<file path="config.mk">
export PLATFORM = sky130hd
export DESIGN_NAME = fan_fan_pulse_count_and_diode_trim_regs
export DESIGN_NICKNAME = d
export VERILOG_FILES = /design/src/verilog/fan_regs_pkg.sv /design/src/verilog/fan_fan_pulse_count_and_diode_trim_regs.sv
export VERILOG_INCLUDE_DIRS = /design/src /design/src/verilog
export SDC_FILE = /design/constraint.sdc
export NUM_CORES = 1
export LEC_CHECK = 0
export BUFFER_PORTS_ARGS = -buffer_cell sky130_fd_sc_hd__clkbuf_2
export CAP_MARGIN = 30
export CORE_ASPECT_RATIO = 2
export CORE_MARGIN = 2
export CORE_UTILIZATION = 35
export CTS_CLUSTER_DIAMETER = 150
export DETAILED_ROUTE_END_ITERATION = 16
export SLEW_MARGIN = 30
export SYNTH_ARGS = -nofsm -noshare
export SYNTH_HDL_FRONTEND = slang
export SYNTH_SLANG_ARGS = --single-unit
</file>
<file path="constraint.sdc">
create_clock -name clk -period 5.5 [get_ports clk]
set_clock_uncertainty 0.1 [all_clocks]
set_input_delay 0.55 -clock clk [delete_from_list [all_inputs] [get_ports clk]]
set_output_delay 0.55 -clock clk [all_outputs]
set_load 0.03 [all_outputs]
</file>
<file path="src/verilog/fan_regs_defs.svh">
// Register offsets, reset values, field positions and timing counts of the fan register bank.
`ifndef FAN_REGS_DEFS_SVH
`define FAN_REGS_DEFS_SVH

// ----------------------------------------------------------------------------
// Register offsets
// ----------------------------------------------------------------------------
`define OFS_ALERT_MASK       8'h16
`define OFS_IDEALITY_TRIM    8'h17
`define OFS_GAIN_COMP        8'h18
`define OFS_FAN_COUNT_LOW    8'h46
`define OFS_FAN_COUNT_HIGH   8'h47
`define OFS_FAN_LIMIT_LOW    8'h48
`define OFS_FAN_LIMIT_HIGH   8'h49

// ----------------------------------------------------------------------------
// Reset values and fields
// ----------------------------------------------------------------------------
`define RST_ALERT_MASK       8'ha4
`define RST_IDEALITY_TRIM    6'h12
`define RST_GAIN_COMP        4'h8
`define RST_BYTE_ONES        8'hff
`define RST_COUNT_ONES       16'hffff
`define BIT_CRIT_MASK        1
`define BIT_FAN_MASK         0
`define BIT_COMP_AUTO        3
`define COMP_OFF_CODE        3'h7
`define LIMIT_ACTION_NONE    2'h0
`define BYTE_LAST_BIT        3'h7
`define BIT_ZERO             3'h0

// ----------------------------------------------------------------------------
// Timing: one count reference tick is 1/90 kHz, so RPM = 5,400,000 / count.
// ----------------------------------------------------------------------------
`define CLK_HZ               100000000
`define TICK_HZ              90000
`define TICK_CYCLES          (`CLK_HZ / `TICK_HZ)

`endif

</file>
<file path="src/verilog/fan_regs_pkg.sv">
// Types shared by the fan register bank.
package fan_regs_pkg;

  // --------------------------------------------------------------------------
  // Carriers
  // --------------------------------------------------------------------------
  typedef struct packed {
    logic crit_temp_limit;
    logic fan_slow;
  } status_type;

  typedef struct packed {
    logic       auto_mode;
    logic [2:0] setting;
  } comp_type;

  typedef enum logic [2:0] {
    ST_IDLE, ST_ADDR, ST_CMD, ST_WDATA, ST_ACK, ST_RDATA, ST_RACK
  } smb_state_type;

endpackage : fan_regs_pkg
</file>
<file path="src/verilog/fan_fan_pulse_count_and_diode_trim_regs.sv">
// Fan count, limit, ideality trim and gain compensation registers behind a two-wire slave.
`include "fan_regs_defs.svh"
`timescale 1ns/100ps
`default_nettype none

module fan_fan_pulse_count_and_diode_trim_regs #(
  parameter logic [6:0] SLAVE_ADDR = 7'h2a  // Arbitrary bus address.
) (
  input  wire logic                    clk,
  input  wire logic                    resetn,
  input  wire logic                    scl_in,
  input  wire logic                    sda_in,
  output logic                         sda_out,
  output logic                         sda_oe,
  input  wire logic                    fan_fan_pulse_count_in,
  input  wire logic                    conv_start,
  input  wire logic [2:0]              detected_gain_code,
  input  wire logic                    crit_temp_limit,
  input  wire logic [1:0]              count_limit_action,
  output fan_regs_pkg::comp_type       comp_active,
  output logic [5:0]                   diode_ideality_trim_code,
  output logic [13:0]                  ideality_factor_e4,
  output fan_regs_pkg::status_type     status_flags,
  output logic                         alert_n
);

  // --------------------------------------------------------------------------
  // Functions
  // --------------------------------------------------------------------------
  // Factor times ten thousand: 13 counts a step up from code 08h, plus the
  // small extra steps along the scale, so every listed code comes out exactly.
  function automatic logic [13:0] trim_factor(input logic [5:0] code);
    logic [13:0] f;
    logic [13:0] k;
    k = 14'(code) - 14'h0008;
    f = 14'h26dd + 14'h000d * k + 14'(k >= 14'h000a) + 14'(k >= 14'h000e) + 14'(k >= 14'h0013)
        + 14'(k >= 14'h0013) - 14'(k == 14'h0014) + 14'(k >= 14'h0017) + 14'(k >= 14'h0018);
    if (code < 6'h08) begin
      f = 14'd9949;
    end else if (code > 6'h37) begin
      f = 14'd10566;
    end
    trim_factor = f;
  endfunction : trim_factor

  // --------------------------------------------------------------------------
  // Pin synchronisers
  // --------------------------------------------------------------------------
  logic       scl_m_r, scl_s_r, scl_d_r;
  logic       sda_m_r, sda_s_r, sda_d_r;
  logic       count_limit_action_r, fan_pulse_count_s_r, fan_pulse_count_d_r;

  // Each pin passes two flops; edge detection compares the second with a third, delayed flop.
  always_ff @(posedge clk) begin
    if (!resetn) begin
      {scl_m_r, scl_s_r, scl_d_r}    <= 3'h7;
      {sda_m_r, sda_s_r, sda_d_r}    <= 3'h7;
      {count_limit_action_r, fan_pulse_count_s_r, fan_pulse_count_d_r} <= 3'h0;
    end else begin
      {scl_m_r, scl_s_r, scl_d_r}    <= {scl_in, scl_m_r, scl_s_r};
      {sda_m_r, sda_s_r, sda_d_r}    <= {sda_in, sda_m_r, sda_s_r};
      {count_limit_action_r, fan_pulse_count_s_r, fan_pulse_count_d_r} <= {fan_fan_pulse_count_in, count_limit_action_r, fan_pulse_count_s_r};
    end
  end

  wire scl_rise  = scl_s_r & ~scl_d_r;
  wire scl_fall  = ~scl_s_r & scl_d_r;
  wire bus_start = scl_s_r & scl_d_r & sda_d_r & ~sda_s_r;
  wire bus_stop  = scl_s_r & scl_d_r & ~sda_d_r & sda_s_r;
  wire fan_pulse_count_rise = fan_pulse_count_s_r & ~fan_pulse_count_d_r;

  // --------------------------------------------------------------------------
  // Register storage
  // --------------------------------------------------------------------------
  logic [7:0]  alert_mask_r;
  logic [5:0]  trim_r;
  logic [3:0]  gain_comp_r;
  logic [15:0] limit_r;
  logic [15:0] measured_r;
  logic [15:0] run_r;
  logic [10:0] tick_r;
  logic [7:0]  high_shadow_r;
  logic        wr_r;
  logic [7:0]  wr_data_r;
  logic [7:0]  ptr_r;
  logic [7:0]  rd_data;

  // --------------------------------------------------------------------------
  // Fan count measurement
  // --------------------------------------------------------------------------
  wire tick      = (tick_r == 11'(`TICK_CYCLES - 1));
  wire run_full  = (run_r == `RST_COUNT_ONES);

  // period counting
  // Reference ticks between fan_pulse_count edges; a stalled fan saturates at all ones.
  always_ff @(posedge clk) begin
    if (!resetn) begin
      tick_r     <= 11'h000;
      run_r      <= 16'h0000;
      measured_r <= `RST_COUNT_ONES;
    end else begin
      tick_r <= tick ? 11'h000 : tick_r + 11'h001;
      if (fan_pulse_count_rise) begin
        measured_r <= run_r;
        run_r      <= {15'h0000, tick};  // A tick on the edge itself opens the new period.
      end else if (tick && !run_full) begin
        run_r <= run_r + 16'h0001;
      end else if (run_full) begin
        measured_r <= `RST_COUNT_ONES;
      end
    end
  end

  wire fan_slow = (measured_r > limit_r);

  wire [15:0] count_view = (fan_slow && count_limit_action != `LIMIT_ACTION_NONE)
                           ? `RST_COUNT_ONES : measured_r;

  // --------------------------------------------------------------------------
  // Status flags and alert
  // --------------------------------------------------------------------------
  // flags follow conditions
  // Flags track their limit conditions every cycle, masks or not.
  always_ff @(posedge clk) begin
    if (!resetn) begin
      status_flags <= '0;
    end else begin
      status_flags.fan_slow        <= fan_slow;
      status_flags.crit_temp_limit <= crit_temp_limit;
    end
  end

  wire crit_irq = status_flags.crit_temp_limit & ~alert_mask_r[`BIT_CRIT_MASK];
  wire fan_irq  = status_flags.fan_slow & ~alert_mask_r[`BIT_FAN_MASK];

  always_ff @(posedge clk) begin
    if (!resetn) begin
      alert_n <= 1'b1;
    end else begin
      alert_n <= ~(crit_irq | fan_irq);
    end
  end

  // --------------------------------------------------------------------------
  // Diode trim and gain compensation
  // --------------------------------------------------------------------------
  // autodetect at start
  // manual selection
  // The setting only changes at a conversion start, so one conversion
  // never sees two compensation values.
  always_ff @(posedge clk) begin
    if (!resetn) begin
      comp_active <= '{auto_mode: 1'b1, setting: `COMP_OFF_CODE};
    end else if (conv_start) begin
      comp_active.auto_mode <= gain_comp_r[`BIT_COMP_AUTO];
      comp_active.setting   <= gain_comp_r[`BIT_COMP_AUTO] ? detected_gain_code
                                                           : gain_comp_r[2:0];
    end
  end

  always_ff @(posedge clk) begin
    if (!resetn) begin
      diode_ideality_trim_code <= `RST_IDEALITY_TRIM;
      ideality_factor_e4       <= trim_factor(`RST_IDEALITY_TRIM);
    end else begin
      diode_ideality_trim_code <= trim_r;
      ideality_factor_e4       <= trim_factor(trim_r);
    end
  end

  // --------------------------------------------------------------------------
  // Register writes
  // --------------------------------------------------------------------------
  // writable limit
  always_ff @(posedge clk) begin
    if (!resetn) begin
      alert_mask_r <= `RST_ALERT_MASK;
      trim_r       <= `RST_IDEALITY_TRIM;
      gain_comp_r  <= `RST_GAIN_COMP;
      limit_r      <= {`RST_BYTE_ONES, `RST_BYTE_ONES};
    end else if (wr_r) begin
      if (ptr_r == `OFS_ALERT_MASK) begin
        alert_mask_r <= wr_data_r;
      end else if (ptr_r == `OFS_IDEALITY_TRIM) begin
        trim_r <= wr_data_r[5:0];
      end else if (ptr_r == `OFS_GAIN_COMP) begin
        gain_comp_r <= wr_data_r[3:0];
      end else if (ptr_r == `OFS_FAN_LIMIT_LOW) begin
        limit_r[7:0] <= wr_data_r;
      end else if (ptr_r == `OFS_FAN_LIMIT_HIGH) begin
        limit_r[15:8] <= wr_data_r;
      end
    end
  end

  // --------------------------------------------------------------------------
  // Read decode
  // --------------------------------------------------------------------------
  // upper bits zero
  // count readable
  // The high count byte reads from a copy taken with the low byte, so a
  // low-then-high read pair is never torn by a count update.
  always_comb begin
    if (ptr_r == `OFS_ALERT_MASK) begin
      rd_data = alert_mask_r;
    end else if (ptr_r == `OFS_IDEALITY_TRIM) begin
      rd_data = {2'h0, trim_r};
    end else if (ptr_r == `OFS_GAIN_COMP) begin
      rd_data = {4'h0, gain_comp_r};
    end else if (ptr_r == `OFS_FAN_COUNT_LOW) begin
      rd_data = count_view[7:0];
    end else if (ptr_r == `OFS_FAN_COUNT_HIGH) begin
      rd_data = high_shadow_r;
    end else if (ptr_r == `OFS_FAN_LIMIT_LOW) begin
      rd_data = limit_r[7:0];
    end else if (ptr_r == `OFS_FAN_LIMIT_HIGH) begin
      rd_data = limit_r[15:8];
    end else begin
      rd_data = 8'h00;
    end
  end

  // --------------------------------------------------------------------------
  // Two-wire slave
  // --------------------------------------------------------------------------
  fan_regs_pkg::smb_state_type state_r, after_r;
  logic [7:0] shift_r;
  logic [2:0] cnt_r;
  logic       got_r;

  wire ack_fall  = (state_r == fan_regs_pkg::ST_ACK) && scl_fall;
  wire rd_load   = ack_fall && (after_r == fan_regs_pkg::ST_RDATA);
  wire low_load  = rd_load && (ptr_r == `OFS_FAN_COUNT_LOW);
  wire addr_hit  = (shift_r[7:1] == SLAVE_ADDR);

  assign sda_out = 1'b0;

  // High byte copy, taken only when the low byte is read; a lone high byte
  // read therefore returns the copy of the last low byte read.
  always_ff @(posedge clk) begin
    if (!resetn) begin
      high_shadow_r <= `RST_BYTE_ONES;
    end else if (low_load) begin
      high_shadow_r <= count_view[15:8];
    end
  end

  // Bytes are sampled on SCL rising edges; SDA changes after falling edges.
  always_ff @(posedge clk) begin
    if (!resetn) begin
      state_r   <= fan_regs_pkg::ST_IDLE;
      after_r   <= fan_regs_pkg::ST_IDLE;
      shift_r   <= 8'h00;
      cnt_r     <= `BIT_ZERO;
      got_r     <= 1'b0;
      sda_oe    <= 1'b0;
      ptr_r     <= 8'h00;
      wr_r      <= 1'b0;
      wr_data_r <= 8'h00;
    end else begin
      wr_r <= 1'b0;
      if (bus_start) begin
        state_r <= fan_regs_pkg::ST_ADDR;
        cnt_r   <= `BIT_ZERO;
        got_r   <= 1'b0;
        sda_oe  <= 1'b0;
      end else if (bus_stop) begin
        state_r <= fan_regs_pkg::ST_IDLE;
        sda_oe  <= 1'b0;
      end else begin
        case (state_r)
          fan_regs_pkg::ST_ADDR, fan_regs_pkg::ST_CMD, fan_regs_pkg::ST_WDATA: begin
            if (scl_rise) begin
              shift_r <= {shift_r[6:0], sda_s_r};
              cnt_r   <= cnt_r + 3'h1;
              got_r   <= (cnt_r == `BYTE_LAST_BIT);
            end else if (scl_fall && got_r) begin
              got_r  <= 1'b0;
              sda_oe <= (state_r != fan_regs_pkg::ST_ADDR) || addr_hit;
              state_r <= fan_regs_pkg::ST_ACK;
              if (state_r == fan_regs_pkg::ST_ADDR) begin
                after_r <= shift_r[0] ? fan_regs_pkg::ST_RDATA : fan_regs_pkg::ST_CMD;
                if (!addr_hit) begin
                  state_r <= fan_regs_pkg::ST_IDLE;
                end
              end else if (state_r == fan_regs_pkg::ST_CMD) begin
                ptr_r   <= shift_r;
                after_r <= fan_regs_pkg::ST_WDATA;
              end else begin
                wr_r      <= 1'b1;
                wr_data_r <= shift_r;
                after_r   <= fan_regs_pkg::ST_WDATA;
              end
            end
          end
          fan_regs_pkg::ST_ACK: begin
            if (scl_fall) begin
              state_r <= after_r;
              if (after_r == fan_regs_pkg::ST_RDATA) begin
                shift_r <= rd_data;
                sda_oe  <= ~rd_data[7];
                cnt_r   <= 3'h1;
              end else begin
                sda_oe <= 1'b0;
                cnt_r  <= `BIT_ZERO;
              end
            end
          end
          fan_regs_pkg::ST_RDATA: begin
            if (scl_fall) begin
              if (cnt_r == `BIT_ZERO) begin
                sda_oe  <= 1'b0;
                state_r <= fan_regs_pkg::ST_RACK;
              end else begin
                sda_oe  <= ~shift_r[6];
                shift_r <= {shift_r[6:0], 1'b0};
                cnt_r   <= cnt_r + 3'h1;
              end
            end
          end
          fan_regs_pkg::ST_RACK: begin
            if (scl_rise) begin
              if (sda_s_r) begin
                state_r <= fan_regs_pkg::ST_IDLE;
              end else begin
                ptr_r   <= ptr_r + 8'h01;
                state_r <= fan_regs_pkg::ST_ACK;
                after_r <= fan_regs_pkg::ST_RDATA;
              end
            end
          end
          default: begin
            sda_oe <= 1'b0;
          end
        endcase
      end
    end
  end

endmodule : fan_fan_pulse_count_and_diode_trim_regs

`default_nettype wire

</file>
; Word level (Yosys, flattened, before mapping)
; Index checks and enable logic that the tools add are counted.
[word_totals]
regBits = 157
latch_bits = 0
ram_bits = 0
mem_bits_ro = 0
out_inout_bits = 29
wordCells = 237
n_memories = 0
[op_classes]
addsub = 13
mul = 1
div_mod_pow = 0
magnitude_cmp = 8
n_eq_ne = 39
shifts = 0
muxes = 64
bitwise = 34
n_reduce_logical = 40
[op_table]
columns = operator, n
row1 = two-way mux 8 bit, 18
row2 = adder 14 x 1 -> 14 bit, 6
row3 = two-way mux 16 bit, 4
row4 = two-way mux 3 bit, 20
row5 = greater-or-equal comparator 14 x 5 -> 1 bit (second input constant), 3
row6 = == test 8 x 7 -> 1 bit (second input constant), 4
row7 = greater-or-equal comparator 14 x 4 -> 1 bit (second input constant), 2
row8 = AND reduction 7 bit, 4
row9 = == test 8 x 5 -> 1 bit (second input constant), 3
row10 = != test 2 bit (second input constant), 12
row11 = != test 4 bit (second input constant), 6
row12 = case mux 8 bit (3 select lines), 1
row13 = inverter 1 bit, 23
row14 = adder 16 x 1 -> 16 bit (second input constant), 1
row15 = == test 16 bit (second input constant), 1
row16 = greater-than comparator 16 bit, 1
row17 = case mux 8 bit (2 select lines), 1
row18 = == test 3 bit (second input constant), 5
row19 = adder 14 bit (first input constant), 1
row20 = == test 14 x 5 -> 1 bit (second input constant), 1
row21 = two-way mux 1 bit, 14
row22 = subtractor 14 x 1 -> 14 bit, 1
row23 = multiplier 5 x 7 -> 12 bit (first input constant), 1
row24 = two-way mux 12 bit, 1
row25 = 37 further kinds, 65

; Depth between registers and ports, before layout
; Gate-level depths: netlist of the first run.
[logic_depth]
ltp_word = 12
mapped_depth = 21
depth_no_buf = 21

; Worst setup path before layout of the first run
; No wires, ideal clock.
[synth_path]
path_type = register to register
from = register trim_r[3]
to = register ideality_factor_e4[11]
setup_time_ns = 0.127
t_arrival_ns = 4.433
t_required_ns = 5.273
slack_ns = 0.840
path_stages_with_launch = 18
n_path_buf = 0
cell_sequence = dfxtp_1 inv_1 ha_1 ha_1 ha_1 ha_1 fa_1 ha_1 and3_1 a221oi_1 xor2_1 inv_1 ha_1 nand2_1 a311o_1 a31oi_1 xnor2_1 a21oi_1
[synth_between]
elab_chain_cells = 11
word_cells_on_any_way = 20
classes_between = 9 x add/sub / 1 x mul / 7 x order compare / 1 x eq/ne / 1 x mux / 1 x reduce/logical
[synth_lines]
columns = item, line
row1 = from (decl), fan_fan_pulse_count_and_diode_trim_regs.sv:76  ; logic [5:0] trim_r;
row2 = from (signal assigned), fan_fan_pulse_count_and_diode_trim_regs.sv:178  ; trim_r <= `RST_IDEALITY_TRIM;
row3 = from (signal assigned), fan_fan_pulse_count_and_diode_trim_regs.sv:185  ; trim_r <= wr_data_r[5:0];
row4 = subtractor 6 x 4 -> 7 bit, fan_fan_pulse_count_and_diode_trim_regs.sv:35  ; k = 14'(code) - 14'h0008;
row5 = multiplier 5 x 7 -> 12 bit, fan_fan_pulse_count_and_diode_trim_regs.sv:36  ; f = 14'h26dd + 14'h000d * k + 14'(k >= 14'h000a) + 14'(k >= 14'h000e) + 14'(k >= 14'h0013)
row6 = adder 14 bit, fan_fan_pulse_count_and_diode_trim_regs.sv:36
row7 = adder 14 x 1 -> 14 bit (3 in series), fan_fan_pulse_count_and_diode_trim_regs.sv:36
row8 = adder 14 x 1 -> 14 bit, fan_fan_pulse_count_and_diode_trim_regs.sv:37  ; + 14'(k >= 14'h0013) - 14'(k == 14'h0014) + 14'(k >= 14'h0017) + 14'(k >= 14'h0018);
row9 = subtractor 14 x 1 -> 14 bit, fan_fan_pulse_count_and_diode_trim_regs.sv:37
row10 = adder 14 x 1 -> 14 bit (2 in series), fan_fan_pulse_count_and_diode_trim_regs.sv:37
row11 = two-way mux 12 bit, fan_fan_pulse_count_and_diode_trim_regs.sv:40  ; end else if (code > 6'h37) begin
row12 = to (signal assigned), fan_fan_pulse_count_and_diode_trim_regs.sv:164  ; ideality_factor_e4 <= trim_factor(`RST_IDEALITY_TRIM);
row13 = to (signal assigned), fan_fan_pulse_count_and_diode_trim_regs.sv:167  ; ideality_factor_e4 <= trim_factor(trim_r);
row14 = to (decl), fan_fan_pulse_count_and_diode_trim_regs.sv:22  ; output logic [13:0] ideality_factor_e4,
; Parallel ways exist; a longest one is shown, timed or not.
; A chain may end at the register's enable or synchronous reset.

; Worst setup path after layout of the first run
; Same ends and word-level chain as after synthesis.

==> results.toml, run 1 <==
[hold_path]
whs_path_depth = 2
hold_path.class = "in -> reg"
holdPathEnd = "sda_m_r"
hp-start = "sda_in"

[critical_path]
endpoint_kind = "flop"
rrSetupSlack_ns = 0.56
crit_fanout = 9
crit_type = "reg -> reg"
reg2reg_to = "ideality_factor_e4[11]"
start_kind = "flop"
rr_startpoint = "trim_r[3]"
cp.arrival_ns = 5.16
required_ns = 5.72
r2r_cells = 17

[cts]
cts_setup_buffers = 0
clockBufferDepth = 2
cts_hold_buf = 0
cts.sinks = 157
path_clk_slew_ns = 0.06
clock-root-buffer = "clkbuf_16"
htreeDepth = 4
numCtsBuffers = 17
cts_tree = "done"
cts-resized-gates = 0
clkLatencyLatePin_ns = 0.45

[cells_and_area]
drive_gt1_share_pct = 8.17
nFillCells = 2566
nets = 1170
area_delta_synth_final_pct = 11.7
n_antenna_cell = 0
final_area_mm2 = 0.00987

[die]
pin_count = 41
core_area_mm2 = 0.0249
die_w_um = 116
fp.dieH_um = 229
die_area_mm2 = 0.0266
start_util_pct = 35.4
fp-row-count = 82

[sta]
setup_slack_ns = 0.557
setup_viol = 0
rsz0062_at_grt = "false"
timing.final.crit_share_pct = 89.9
maxSlewViolCount = 0
period_minus_slack_ns = 4.94
fin_tns_setup_ns = 0
hold_violations = 0
worst_pin_slew_ns = 0.888
slew_headroom_pct = 40.7
max_freq_ghz = 0.202

[power]
p_leak_nw = 4.22
peakVddDrop_mv = 0.174
cellPowerDensity_mw_per_mm2 = 254

[global_routing]
grt_pass1_wl_um = 38900
overflow = 0
track_usage_pct = 19.0
grt_pass1_vias = 7587
grt_max_degree = 66
antenna_found_initial = 0

[synth]
synth_compound_area_share_pct = 17.5
yosysSeqAreaShare_pct = 35.6
synth.net_count = 1159
synth_xor_area_share_pct = 3.27
netlist_top_cells_area = "dfxtp_1 36%, ha_1 9.8%, nor2_1 4.8%"
synth_top_family_by_area = "simple AND/OR/NAND/NOR gates"
yosysTopAreaCellShare_pct = 35.6
ys_types = 74
yosys_warnings = 0
synthTopCellsByCount = "157 x dfxtp_1, 112 x nor2_1, 106 x nand2_1"
synth-adder-area-share_pct = 12.3
synth_edf_count = 0
synth_cells = 1067
synth_area_leader_cell = "dfxtp_1"
netlist_area_mm2 = 0.00884
synth.area.mux_share_pct = 2.94
yosysMostFrequentCell = "dfxtp_1"
yosys_most_used_dff = "dfxtp_1"
async_reset_ff_share_pct = 0
yosys_register_bits = 157
avgSynthCellArea_um2 = 8.28
synth-simple-area-share_pct = 22.3

[job]
drv_cap = 0

[detailed_routing]
drt_iter0_drc = 402
drc = 0
vias_per_cell = 5.28
dr.pass1.iters = 6
postRouteAntennaNets = 0
vias = 7529
wl_per_cell_um = 16.8
postRouteWirelength_um = 24000

[placed_design]
place_area_mm2 = 0.00926
dp_slack_ns = 0.639
hpwlAfterDp_um = 18500
io_buffers = 39
gp_congestion = 0.894

[status]
outcome = "complete, no violations"
==> stage by stage <==
stage / hold WS, ns / utilization [%] / total power, mW / cells
global placement: 0.299 / 37.1 / 1.29 / 1395
global route: 0.179 / 39.6 / 2.59 / 1426
floorplan: 0.286 / - / 1.26 / 1067
CTS: 0.165 / 39.6 / 2.53 / 1426
finish: 0.182 / 39.6 / 2.50 / 1426
detailed placement: 0.295 / 37.1 / 1.30 / 1395
==> state kept, by name, summed over array words and instances (netlist names), 11 cells and up <==
name                flops
run_r                  16
tick_r                 11
measured_r             16
ideality_factor_e4     14
limit_r                16
==> worst max-delay path, stage by stage (launching register included) <==
cell	delay [ns]
dfxtp_1	0.33
inv_1	0.14
ha_1	0.28
ha_1	0.35
ha_1	0.30
ha_1	0.30
fa_1	0.48
ha_1	0.36
and3_1	0.20
a221oi_1	0.37
xor2_1	0.24
inv_1	0.08
ha_1	0.34
nand2_1	0.08
a311o_1	0.35
a31oi_1	0.28
xnor2_1	0.15
a21oi_1	0.08
==> power breakdown <==
group,switching (mW),internal [mW]
Clock,0.486,0.746
Sequential,0.0140,1.15
Combinational,0.0696,0.0340
Total,0.570,1.93
==> cell families (layout without fill, tap and decap cells) <==
logic type | count (synthesis) | count (layout)
AOI/OAI and AO/OA | 239 | 239
other | 1 | 1
buffers and inverters | 132 | 155
and+or+nand+nor | 399 | 399
muxes | 26 | 26
adders and majority gates | 80 | 80
xor gates and xnor gates | 33 | 33
DFF | 157 | 157
==> per-layer routing <==
metal	wire [µm]	part of all wire [%]	global-route usage [%]	vias to the layer above
li1	-	-	-	3751
met1	8030	33	17.0	3541
met2	13800	58	36.6	160
met3	603	2.5	3.47	77
met4	1550	6.5	12.9	0
met5	0	0	0	-
==> worst max-delay path by stage <==
stage                     startpoint                endpoint  slack [ns]  depth (start not counted)
after floorplan            trim_r[3]  ideality_factor_e4[11]        0.84                         17
after global placement     trim_r[3]  ideality_factor_e4[11]        0.74                         17
after detailed placement   trim_r[4]  ideality_factor_e4[11]        0.64                         17
after CTS                  trim_r[3]  ideality_factor_e4[11]        0.59                         17
after global routing       trim_r[4]  ideality_factor_e4[11]        0.25                         17
final                      trim_r[3]  ideality_factor_e4[11]        0.56                         17
==> placed cells by master, fill, tap and decap left out, types with 24 or more instances in the layout <==
| cell | instances |
|---|---|
| mux2i_1 | 26 |
| nand2_1 | 106 |
| ha_1 | 69 |
| nor2_1 | 112 |
| clkbuf_2 | 39 |
| a21oi_1 | 64 |
| dfxtp_1 | 157 |
| inv_1 | 76 |
| nand3_1 | 37 |
| o21ai_1 | 34 |
| o21ai_0 | 24 |
| nor3_1 | 34 |
==> cell type report <==
class	instances	area, µm²	area share, %
Timing Repair Buffer	46	248	2.51
Clock buffer	21	470	4.77
Inverter	78	293	2.97
Multi-Input combinational cell	778	5160	52.2
Sequential cell	157	3140	31.8
Tap cell	336	420	4.26
Clock inverter	10	139	1.41
Power figures use the tool's default switching activity.
==> run 2, diff against run 1 <==
- CORE_UTILIZATION: 35 -> 62
- PLACE_DENSITY: default -> 0.8
- RECOVER_POWER: default -> 25
==> run 2 against run 1 <==
The flow now finishes with violations (max-capacitance violations, max-slew violations). Setup slack got worse by 0.027 ns. Non-clock buffer count is 3 lower. Wire length fell by 8.2%. Die area decreased by 43%. Critical endpoint is now ideality_factor_e4[12]. Largest cell class unchanged.
==> results.toml, run 2 (synthesis results as in run 1) <==
[status]
outcome = "finished with violations"
violations = "max-capacitance violations, max-slew violations"

[cts]
cts-resized-gates = 0
numCtsBuffers = 17
cts_tree = "done"
clock-root-buffer = "clkbuf_16"
cts.sinks = 157
path_clk_slew_ns = 0.07
clockBufferDepth = 2
htreeDepth = 4
clkLatencyLatePin_ns = 0.43
cts_hold_buf = 0
cts_setup_buffers = 0

[power]
p_leak_nw = 4.13
netSwitchingPower_uw = 582
combPwrFrac_pct = 4.0
sw_frac_of_total_pct = 23.1
peakVddDrop_mv = 0.244
seqPwrFrac_pct = 46.4
power_frac_clock_pct = 49.7
cellPowerDensity_mw_per_mm2 = 261
p_int_mw = 1.93

[critical_path]
max_stage_delay_ns = 0.51
cp.arrival_ns = 5.18
crit_fanout = 6
crit_type = "reg -> reg"
slowest_stage = "fa_1"
endpoint_kind = "flop"
start_kind = "flop"
crit_chain = "inv_1, ha_1, ha_1, ha_1, and3_1, nand3_1, nand4_1, fa_1, inv_1, fa_1, inv_1, ha_1, inv_1, fa_1, nor2b_1, nor4_1, o221ai_1, nand3_1, a31oi_1, a31oi_1, mux2i_1"
required_ns = 5.71

[job]
drv_cap = 2

[global_routing]
track_usage_pct = 29.9
grt_pass1_vias = 7563
antenna_found_initial = 0
overflow = 0
grt_pass1_wl_um = 35900
grt_max_degree = 72

[placed_design]
gp_congestion = 0.978
io_buffers = 39
hpwlAfterDp_um = 16400

[sta]
setup_viol = 0
maxSlewViolCount = 118
worst_pin_slew_ns = 3.07
period_minus_slack_ns = 4.97
max_freq_ghz = 0.201
fin_tns_setup_ns = 0
rsz0062_at_grt = "false"
timing.final.crit_share_pct = 90.4
slew_headroom_pct = -105
hold_violations = 0

[detailed_routing]
postRouteWirelength_um = 22000
wl_per_cell_um = 17.2
vias = 7635
drt_iter0_drc = 510
drc = 0
dr.pass1.iters = 5
vias_per_cell = 5.98
postRouteAntennaNets = 0

[die]
core_area_mm2 = 0.0139
die_area_mm2 = 0.0153
fp.dieH_um = 173
die_w_um = 88.4
pin_count = 41
start_util_pct = 63.6
fp-row-count = 61

[cells_and_area]
mostFrequentLayoutCells = "157 x dfxtp_1, 112 x nor2_1, 106 x nand2_1, 77 x inv_1, 69 x ha_1"
reg.largest.list = "limit_r (16), measured_r (16), run_r (16)"
layout_commonest_cell = "dfxtp_1"
final_util_pct = 69.5
n_antenna_cell = 0
nets = 1167
drive_gt1_share_pct = 5.51
area_delta_synth_final_pct = 9.19

[hold_path]
hold_path.class = "in -> reg"
==> run 2: cell count changes in the layout (fill, tap and decap cells not counted), moves of 2 or more <==
cell,delta
and2_0,+2
inv_6,+4
clkbuf_2,-26
clkinv_2,-3
clkbuf_1,+26
and2_1,-2
buf_4,-4
==> run 2: per-stage QoR <==
stage | hold slack, ns | power [mW] | area (µm²) | setup slack, ns | cells
global placement | 0.288 | 1.29 | 9050 | 0.635 | 1245
global route | 0.205 | 2.58 | 9650 | 0.273 | 1277
detailed placement | 0.304 | 1.29 | 9050 | 0.564 | 1245
finish | 0.212 | 2.52 | 9650 | 0.530 | 1277
floorplan | 0.286 | 1.26 | 8840 | 0.840 | 1067
CTS | 0.206 | 2.53 | 9690 | 0.556 | 1277
==> run 2: path summary, 6_finish.rpt <==
| path | start | to | slack [ns] | depth (start not counted) |
|---|---|---|---|---|
| worst max register to register | trim_r[4] | ideality_factor_e4[12] | 0.53 | 21 |
| worst min-delay path | scl_in | scl_m_r | 0.21 | 2 |
| worst min register to register | sda_m_r | sda_s_r | 0.31 | 1 |
| worst max-delay path | trim_r[4] | ideality_factor_e4[12] | 0.53 | 21 |
==> run 2: final cells by class <==
type	instances	area, µm²
multi-input cells	778	5160
repair buffers	43	189
clock inverters	13	178
inverters	78	293
well taps	189	236
clock buffers	19	453
fillers	1213	4240
flip-flops and latches	157	3140
==> run 2: per-layer routing <==
layer,global-route usage [%],up-vias,wire (µm)
met5,0,-,0
met4,17.3,0,1270
met3,5.20,77,597
met2,56.7,178,12400
met1,28.3,3635,7770
li1,-,3745,-
==> run 2: critical path, delay by kind of cell, from the launching register on <==
family                   cells  cell delay (ns)
adder cells (fa/ha/maj)      7             2.40
AND/OR/NAND/NOR              6             0.76
AO/OA/AOI/OAI                3             0.72
flip-flops                   1             0.44
buffers and inverters        4             0.30
multiplexers                 1             0.13
==> run 2: power by group through the flow <==
stage	logic (mW)	clock network, mW	registers (mW)
2_1_floorplan	0.0715	0	1.19
3_3_place_gp	0.0978	0	1.19
3_5_place_dp	0.0994	0	1.19
4_1_cts	0.100	1.26	1.17
5_1_grt	0.110	1.30	1.17
6_report	0.0999	1.25	1.17
